==> src/aocp_regs.vh <==
// Register offsets, field positions, reset values and widths of the oscillator block.
`ifndef AOCP_REGS_VH
`define AOCP_REGS_VH
`define AOCP_ADDR_W 12
`define AOCP_OFF_ACC_LOW 12'h58C
`define AOCP_OFF_ACC_HIGH 12'h58D
`define AOCP_OFF_ACC_UPPER 12'h58E
`define AOCP_OFF_INC_LOW 12'h58F
`define AOCP_OFF_INC_HIGH 12'h590
`define AOCP_OFF_INC_UPPER 12'h591
`define AOCP_OFF_CONTROL 12'h592
`define AOCP_OFF_CLOCK_CONTROL 12'h593
`define AOCP_CON_ENABLE_BIT 7
`define AOCP_CON_OUT_BIT 5
`define AOCP_CON_INVERT_BIT 4
`define AOCP_CON_MODE_BIT 0
`define AOCP_CLK_WIDTH_HI 7
`define AOCP_CLK_WIDTH_LO 5
`define AOCP_CLK_SRC_HI 3
`define AOCP_CLK_SRC_LO 0
`define AOCP_ACC_W 20
`define AOCP_INC_W 20
`define AOCP_RESET_BYTE 8'h00
`define AOCP_RESET_INC 20'h00000
`define AOCP_RESET_ACC 20'h00000
`define AOCP_RESET_SRC 4'h0
`define AOCP_RESET_WIDTH 3'h0
`define AOCP_SRC_SYSTEM_OSC 4'h0
`define AOCP_SRC_HIGH_FREQ 4'h1
`define AOCP_SRC_LOW_FREQ 4'h2
`define AOCP_SRC_MEDIUM_500K 4'h3
`define AOCP_SRC_MEDIUM_32K 4'h4
`define AOCP_SRC_SECONDARY 4'h5
`define AOCP_SRC_REFERENCE 4'h6
`define AOCP_SRC_CELL_ONE 4'h7
`define AOCP_SRC_CELL_TWO 4'h8
`define AOCP_SRC_CELL_THREE 4'h9
`define AOCP_SRC_CELL_FOUR 4'hA
`define AOCP_FDC_DIVIDE 2
`endif

==> src/aocp_core.v <==
// Numerically controlled oscillator: clock select, phase accumulator and output shaping.
//
// Strobed register access was left to the implementer.
`include "aocp_regs.vh"
`default_nettype none

module aocp_core (
   // Clock and reset.
   input  wire                      clock_in,
   input  wire                      reset_n_in,
   // Register port.
   input  wire [`AOCP_ADDR_W-1:0]   addr_in,
   input  wire [7:0]                wdata_in,
   input  wire                      write_in,
   input  wire                      read_in,
   output reg  [7:0]                rdata_out,
   // Candidate input clocks, sampled on clock_in.
   input  wire                      system_osc_clock_in,
   input  wire                      high_freq_internal_osc_in,
   input  wire                      low_freq_internal_osc_in,
   input  wire                      medium_freq_internal_osc_500k_in,
   input  wire                      medium_freq_internal_osc_32k_in,
   input  wire                      secondary_osc_in,
   input  wire                      reference_clock_out_in,
   input  wire                      logic_cell_one_output_in,
   input  wire                      logic_cell_two_output_in,
   input  wire                      logic_cell_three_output_in,
   input  wire                      logic_cell_four_output_in,
   // Oscillator output.
   output reg                       osc_out
);

   // Software state.
   reg                     enable;
   reg                     output_invert;
   reg                     pulse_freq_mode_sel;
   reg [2:0]               pulse_width_sel;
   reg [3:0]               clock_source_sel;
   reg [`AOCP_INC_W-1:0]   phase_increment;
   reg [`AOCP_INC_W-1:0]   increment_working_copy;
   reg                     load_pending;
   // Datapath state.
   reg [`AOCP_ACC_W-1:0]   phase_accumulator;
   reg                     selected_clock_prev;
   reg                     raw_out;
   reg [7:0]               pulse_count;
   // Combinational signals.
   reg                     selected_clock;
   reg [7:0]               width_periods;
   reg [7:0]               next_rdata;
   wire                    clock_rise;
   wire                    clock_fall;
   wire [`AOCP_ACC_W:0]    sum;
   wire                    overflow;
   wire                    acc_write;

   // Source multiplexer; reserved codes select no clock so the accumulator stays put.
   always @* begin
      case (clock_source_sel)
         `AOCP_SRC_SYSTEM_OSC:   selected_clock = system_osc_clock_in;
         `AOCP_SRC_HIGH_FREQ:    selected_clock = high_freq_internal_osc_in;
         `AOCP_SRC_LOW_FREQ:     selected_clock = low_freq_internal_osc_in;
         `AOCP_SRC_MEDIUM_500K:  selected_clock = medium_freq_internal_osc_500k_in;
         `AOCP_SRC_MEDIUM_32K:   selected_clock = medium_freq_internal_osc_32k_in;
         `AOCP_SRC_SECONDARY:    selected_clock = secondary_osc_in;
         `AOCP_SRC_REFERENCE:    selected_clock = reference_clock_out_in;
         `AOCP_SRC_CELL_ONE:     selected_clock = logic_cell_one_output_in;
         `AOCP_SRC_CELL_TWO:     selected_clock = logic_cell_two_output_in;
         `AOCP_SRC_CELL_THREE:   selected_clock = logic_cell_three_output_in;
         `AOCP_SRC_CELL_FOUR:    selected_clock = logic_cell_four_output_in;
         default:                selected_clock = 1'b0;
      endcase
   end

   // Edges of the selected clock; the sources are synchronous, so one stage suffices.
   assign clock_rise = selected_clock & ~selected_clock_prev;
   assign clock_fall = ~selected_clock & selected_clock_prev;

   // Sum with carry; the carry out of the top bit is the overflow event.
   assign sum      = {1'b0, phase_accumulator} + {1'b0, increment_working_copy};
   assign overflow = enable & clock_rise & sum[`AOCP_ACC_W];
   assign acc_write = write_in & ((addr_in == `AOCP_OFF_ACC_LOW) | (addr_in == `AOCP_OFF_ACC_HIGH) |
                                  (addr_in == `AOCP_OFF_ACC_UPPER));

   // Pulse length in input clock periods, minus one, doubling per code step.
   always @* begin
      case (pulse_width_sel)
         3'h0:    width_periods = 8'h00;
         3'h1:    width_periods = 8'h01;
         3'h2:    width_periods = 8'h03;
         3'h3:    width_periods = 8'h07;
         3'h4:    width_periods = 8'h0F;
         3'h5:    width_periods = 8'h1F;
         3'h6:    width_periods = 8'h3F;
         default: width_periods = 8'h7F;
      endcase
   end

   // Edge history of the selected clock.
   always @(posedge clock_in or negedge reset_n_in) begin
      if (!reset_n_in) begin
         selected_clock_prev <= 1'b0;
      end else begin
         selected_clock_prev <= selected_clock;
      end
   end

   // Control registers and the increment buffer.
   always @(posedge clock_in or negedge reset_n_in) begin
      if (!reset_n_in) begin
         enable              <= 1'b0;
         output_invert       <= 1'b0;
         pulse_freq_mode_sel <= 1'b0;
         pulse_width_sel     <= `AOCP_RESET_WIDTH;
         clock_source_sel    <= `AOCP_RESET_SRC;
         phase_increment     <= `AOCP_RESET_INC;
      end else if (write_in) begin
         case (addr_in)
            `AOCP_OFF_INC_LOW:   phase_increment[7:0]   <= wdata_in;
            `AOCP_OFF_INC_HIGH:  phase_increment[15:8]  <= wdata_in;
            `AOCP_OFF_INC_UPPER: phase_increment[19:16] <= wdata_in[3:0];
            `AOCP_OFF_CONTROL: begin
               enable              <= wdata_in[`AOCP_CON_ENABLE_BIT];
               output_invert       <= wdata_in[`AOCP_CON_INVERT_BIT];
               pulse_freq_mode_sel <= wdata_in[`AOCP_CON_MODE_BIT];
            end
            `AOCP_OFF_CLOCK_CONTROL: begin
               pulse_width_sel  <= wdata_in[`AOCP_CLK_WIDTH_HI:`AOCP_CLK_WIDTH_LO];
               clock_source_sel <= wdata_in[`AOCP_CLK_SRC_HI:`AOCP_CLK_SRC_LO];
            end
            default: begin
            end
         endcase
      end
   end

   // Working copy: a low-byte write arms a load taken at the next falling input clock edge.
   // The copy moves while disabled too, so a new rate is in place before enabling.
   always @(posedge clock_in or negedge reset_n_in) begin
      if (!reset_n_in) begin
         load_pending           <= 1'b0;
         increment_working_copy <= `AOCP_RESET_INC;
      end else begin
         if (load_pending && clock_fall) begin
            increment_working_copy <= phase_increment;
         end
         if (write_in && (addr_in == `AOCP_OFF_INC_LOW)) begin
            load_pending <= 1'b1;
         end else if (clock_fall) begin
            load_pending <= 1'b0;
         end
      end
   end

   // Accumulator; software writes win over an add in the same cycle but are undefined while running.
   always @(posedge clock_in or negedge reset_n_in) begin
      if (!reset_n_in) begin
         phase_accumulator <= `AOCP_RESET_ACC;
      end else if (acc_write) begin
         case (addr_in)
            `AOCP_OFF_ACC_LOW:  phase_accumulator[7:0]   <= wdata_in;
            `AOCP_OFF_ACC_HIGH: phase_accumulator[15:8]  <= wdata_in;
            default:            phase_accumulator[19:16] <= wdata_in[3:0];
         endcase
      end else if (enable && clock_rise) begin
         phase_accumulator <= sum[`AOCP_ACC_W-1:0];
      end
   end

   // Output shaping; disabling clears the waveform so it restarts low.
   always @(posedge clock_in or negedge reset_n_in) begin
      if (!reset_n_in) begin
         raw_out     <= 1'b0;
         pulse_count <= 8'h00;
      end else if (!enable) begin
         raw_out     <= 1'b0;
         pulse_count <= 8'h00;
      end else if (!pulse_freq_mode_sel) begin
         pulse_count <= 8'h00;
         if (overflow) begin
            raw_out <= ~raw_out;
         end
      end else if (overflow) begin
         raw_out     <= 1'b1;
         pulse_count <= width_periods;
      end else if (clock_rise && raw_out) begin
         if (pulse_count == 8'h00) begin
            raw_out <= 1'b0;
         end else begin
            pulse_count <= pulse_count - 8'h01;
         end
      end
   end

   // Output pin after polarity; held at the inverted idle level while disabled.
   always @(posedge clock_in or negedge reset_n_in) begin
      if (!reset_n_in) begin
         osc_out <= 1'b0;
      end else begin
         osc_out <= raw_out ^ output_invert;
      end
   end

   // Read multiplexer; unused bits and unmapped addresses read zero.
   always @* begin
      next_rdata = `AOCP_RESET_BYTE;
      case (addr_in)
         `AOCP_OFF_ACC_LOW:   next_rdata = phase_accumulator[7:0];
         `AOCP_OFF_ACC_HIGH:  next_rdata = phase_accumulator[15:8];
         `AOCP_OFF_ACC_UPPER: next_rdata = {4'h0, phase_accumulator[19:16]};
         `AOCP_OFF_INC_LOW:   next_rdata = phase_increment[7:0];
         `AOCP_OFF_INC_HIGH:  next_rdata = phase_increment[15:8];
         `AOCP_OFF_INC_UPPER: next_rdata = {4'h0, phase_increment[19:16]};
         `AOCP_OFF_CONTROL: begin
            next_rdata[`AOCP_CON_ENABLE_BIT] = enable;
            next_rdata[`AOCP_CON_OUT_BIT]    = osc_out;
            next_rdata[`AOCP_CON_INVERT_BIT] = output_invert;
            next_rdata[`AOCP_CON_MODE_BIT]   = pulse_freq_mode_sel;
         end
         `AOCP_OFF_CLOCK_CONTROL: next_rdata = {pulse_width_sel, 1'b0, clock_source_sel};
         default: next_rdata = `AOCP_RESET_BYTE;
      endcase
   end

   // Read data stand for exactly the cycle after the strobe.
   always @(posedge clock_in or negedge reset_n_in) begin
      if (!reset_n_in) begin
         rdata_out <= `AOCP_RESET_BYTE;
      end else if (read_in) begin
         rdata_out <= next_rdata;
      end else begin
         rdata_out <= `AOCP_RESET_BYTE;
      end
   end

endmodule // aocp_core

`default_nettype wire

==> config.mk <==
export PLATFORM = sky130hd
export DESIGN_NAME = aocp_core
export DESIGN_NICKNAME = d
export VERILOG_FILES = /design/src/aocp_core.v
export VERILOG_INCLUDE_DIRS = /design/src
export SDC_FILE = /design/constraint.sdc
export NUM_CORES = 1
export LEC_CHECK = 0
export BUFFER_PORTS_ARGS = -buffer_cell sky130_fd_sc_hd__buf_2
export CORE_MARGIN = 2
export CORE_UTILIZATION = 50
export DETAILED_ROUTE_END_ITERATION = 16
export PLACE_DENSITY_LB_ADDON = 0.25
export SKIP_CTS_REPAIR_TIMING = 1
export SLEW_MARGIN = 10
export SYNTH_ARGS = -nofsm -noshare
export SYNTH_HDL_FRONTEND = slang
export SYNTH_SLANG_ARGS = --single-unit
==> constraint.sdc <==
create_clock -name clock_in -period 3.64 [get_ports clock_in]
set_clock_uncertainty 0.05 [all_clocks]
set_input_delay 0 -clock clock_in [delete_from_list [all_inputs] [get_ports clock_in]]
set_output_delay 0 -clock clock_in [all_outputs]
set_load 0.005 [all_outputs]
==> impl_metrics.yaml <==
clock_network:
  cts_made_buffers: 9
  clkSlewWorstSetupHoldPaths_ns: 0.09
  h-tree-depth: 3
  cts_max_path_buffers: 2
  cts_tree: "done"
  cts_root_buf: "clkbuf_8"
  insertion_delay_ns: 0.38
  cts.sink_count: 90
route:
  vias: 4448
  drtIter0Drc: 416
  drc_errors: 0
  drt-total-wl_um: 15500
  antenna_left: 0
  wire_per_inst_um: 21.9
  first_pass_iters: 5
  via_per_inst: 6.29
sta:
  timing.hold.ws_ns: 0.0174
  finalSetupViolCount: 0
  finalCritPeriodShare_pct: 83.5
  rsz0062_at_grt: "false"
  drv_slew: 0
  clock.fmax_mhz: 329
  hold_viol_final: 0
  finalSetupTns_ns: 0
  maxSlewHeadroom_pct: 49.1
  tightestPinTransition_ns: 0.760
  period_needed_ns: 3.04
die:
  core_mm2: 0.0103
  boundaryPins: 44
  die_x_um: 107
  fp-row-count: 37
  die_area_mm2: 0.0115
  die_y_um: 107
  initial_core_util_pct: 51.6
placement:
  hpwl_um: 11600
  gp_congestion: 0.987
  port_buffers: 43
global_routing:
  grt.busiest_layer: "met2"
  met2_usage_pct: 42.9
  overflow: 0
  grt_max_degree: 55
  grt_pass1_wl_um: 24100
  met3_usage_pct: 6.42
  grt_use_total_pct: 28.0
  grt_pass1_vias: 4242
  met1_usage_pct: 40.1
  grt_antenna_before_repair: 0
logic_synthesis:
  synthMuxAreaShare_pct: 14.0
  synthAdderAreaFrac_pct: 5.54
  synth_fp_nets: 575
  ys_seq_area_share_pct: 42.3
  yosysWarnings: 0
  synth_top_family_by_area: "compound AO/OA/AOI/OAI gates"
  netlist_instances: 517
  synth-compound-area-share_pct: 17.1
  synth_xor_area_share_pct: 3.45
  synth.avg_cell_area_um2: 10.3
  syn-cell-area_mm2: 0.00533
  async_flop_share_pct: 100
  ys.flop_type: "dfrtp_1"
  synth_simple_gate_area_share_pct: 15.4
  synth_cell_types: 68
  synth_edf_count: 0
  ys_ff_latch: 90
critical_path:
  max_stage_delay_ns: 0.43
  crit_fanout: 17
  crit_path_top_delay_cell: "fa_1"
  critPathRequiredTime_ns: 3.87
  cp-startpoint: "phase_accumulator[0]"
  rr_endpoint: "pulse_count[6]"
  rr_startpoint: "phase_accumulator[0]"
  crit_family: "compound AO/OA/AOI/OAI gates"
  cp_num_cells: 10
  path_class: "reg2reg"
  cp_data_arrival_time_ns: 3.27
  rrSetupSlack_ns: 0.60
  crit_chain: "ha_1, fa_1, a211oi_1, o21ai_0, o2111ai_1, a22oi_1, o2111ai_2, buf_4, a31oi_1, a311oi_1"
  worstRegToRegCells: 10
  critPathLaunchType: "flop"
  cp_num_buf_inv: 1
  crit_path_end_kind: "flop"
hold_path:
  min_path_type: "in2reg"
  min_to: "pulse_freq_mode_sel"
  min_path_cells: 2
  min-delay-start: "wdata_in[0]"
finish:
  fillerInstances: 892
  syn_to_final_growth_pct: 12.0
  drive_gt1_share_pct: 25.2
  antenna_cells: 0
  final_nets: 624
power_and_ir_drop:
  power.density_mw_per_mm2: 313
  power.leakage_nw: 2.81
  ir_worst_vdd_uv: 220
outcome:
  status: "finished clean"
job:
  timing.max_cap.violations: 0
[cell usage in the layout, fill, tap and decap left out, drive strengths merged, types with 6 or more instances in the layout]
cell type / instances
mux2: 60
dlygate4sd3: 8
a222oi: 6
a21o: 6
a22oi: 10
a211oi: 13
buf: 49
nor3: 13
clkbuf: 10
xnor2: 12
a21oi: 35
nand2: 51
dfrtp: 90
nor2b: 6
mux2i: 7
nand3: 13
nor2: 26
xor2: 9
nand3b: 7
nand2b: 7
ha: 22
inv: 9
o21ai: 33
and3: 7
[synthesized netlist by cell type, types with 3 or more instances]
cell,count,area (µm²)
ha_1,22,275
nor2b_1,6,37.5
nor4_1,3,18.8
xnor2_1,12,105
nand2_1,50,188
a22oi_1,10,75.1
and3_1,4,25.0
nand4_1,5,31.3
o211ai_1,4,30.0
nand2b_1,7,43.8
clkbuf_1,10,37.5
nand3b_1,7,52.6
mux2_2,60,676
a222oi_1,6,60.1
a21o_1,6,45.0
o21ai_0,33,165
nor3_1,12,60.1
dfrtp_1,90,2250
nor2_1,24,90.1
a21oi_1,34,170
xor2_1,9,78.8
a221oi_1,3,26.3
nand3_1,12,60.1
inv_1,8,30.0
mux2i_1,7,70.1
a211oi_1,13,97.6
buf_2,5,25.0
a31oi_1,3,18.8
a21boi_0,5,37.5
[worst reg2reg max path: stages, from the launching register on]
cell       delay, ns
dfrtp_1         0.41
ha_1            0.23
fa_1            0.43
a211oi_1        0.22
o21ai_0         0.24
o2111ai_1       0.35
a22oi_1         0.20
o2111ai_2       0.27
buf_4           0.24
a31oi_1         0.07
a311oi_1        0.26
[registers in the layout, indices dropped and copies added (netlist names)]
| name | count |
|---|---|
| load_pending | 1 |
| phase_increment | 20 |
| raw_out | 1 |
| clock_source_sel | 4 |
| osc_out | 1 |
| pulse_count | 8 |
| rdata_out | 8 |
| pulse_width_sel | 3 |
| selected_clock_prev | 1 |
| enable | 1 |
| output_invert | 1 |
| phase_accumulator | 20 |
| pulse_freq_mode_sel | 1 |
| increment_working_copy | 20 |
[worst max path at each step]
stage / end
2_1_floorplan: raw_out
3_3_place_gp: pulse_count[6]
3_5_place_dp: pulse_count[6]
4_1_cts: pulse_count[6]
5_1_grt: pulse_count[5]
6_report: pulse_count[6]
[power by group]
group          leakage [nW]  internal (W)  switching [W]
Sequential             1.25       0.00100     0.00000553
Combinational          1.44     0.0000344      0.0000636
Clock                 0.107      0.000390       0.000375
[metal layers]
| metal | up-vias | routed length, µm | share of wire (%) |
|---|---|---|---|
| met1 | 2174 | 6940 | 45 |
| met2 | 218 | 6870 | 44 |
| met5 | - | 0 | 0 |
| met4 | 0 | 344 | 2.2 |
| li1 | 2029 | - | - |
| met3 | 27 | 1350 | 8.7 |
[cell type report]
| cell class | count | area (µm²) | area share, % |
|---|---|---|---|
| multi-input combinational | 400 | 2960 | 49.5 |
| sequential | 90 | 2250 | 37.7 |
| timing repair buffer | 57 | 343 | 5.74 |
| tap | 136 | 170 | 2.85 |
| clock buffer | 10 | 128 | 2.14 |
| clock inverter | 6 | 90.1 | 1.51 |
| inverter | 8 | 30.0 | 0.503 |
[logic make-up after synthesis]
kind of cell	after synthesis
AOI/OAI and AO/OA	136
xor gates and xnor gates	21
adders and majority gates	23
buffers and inverters	27
DFF	90
muxes	67
and+or+nand+nor	153
[through the flow]
| stage | power, W | setup WS (ns) | instance area, µm² | utilization [%] | cells |
|---|---|---|---|---|---|
| finish | 0.00187 | 0.600 | 5970 | 57.8 | 707 |
| global route | 0.00194 | 0.453 | 5970 | 57.8 | 707 |
| CTS | 0.00188 | 0.690 | 5890 | 57.1 | 699 |
| detailed placement | 0.00112 | 0.719 | 5670 | 55.0 | 683 |
| global placement | 0.00112 | 0.811 | 5670 | 55.0 | 683 |
| floorplan | 0.00106 | 0.958 | 5330 | - | 517 |
Power figures use the tool's default switching activity.
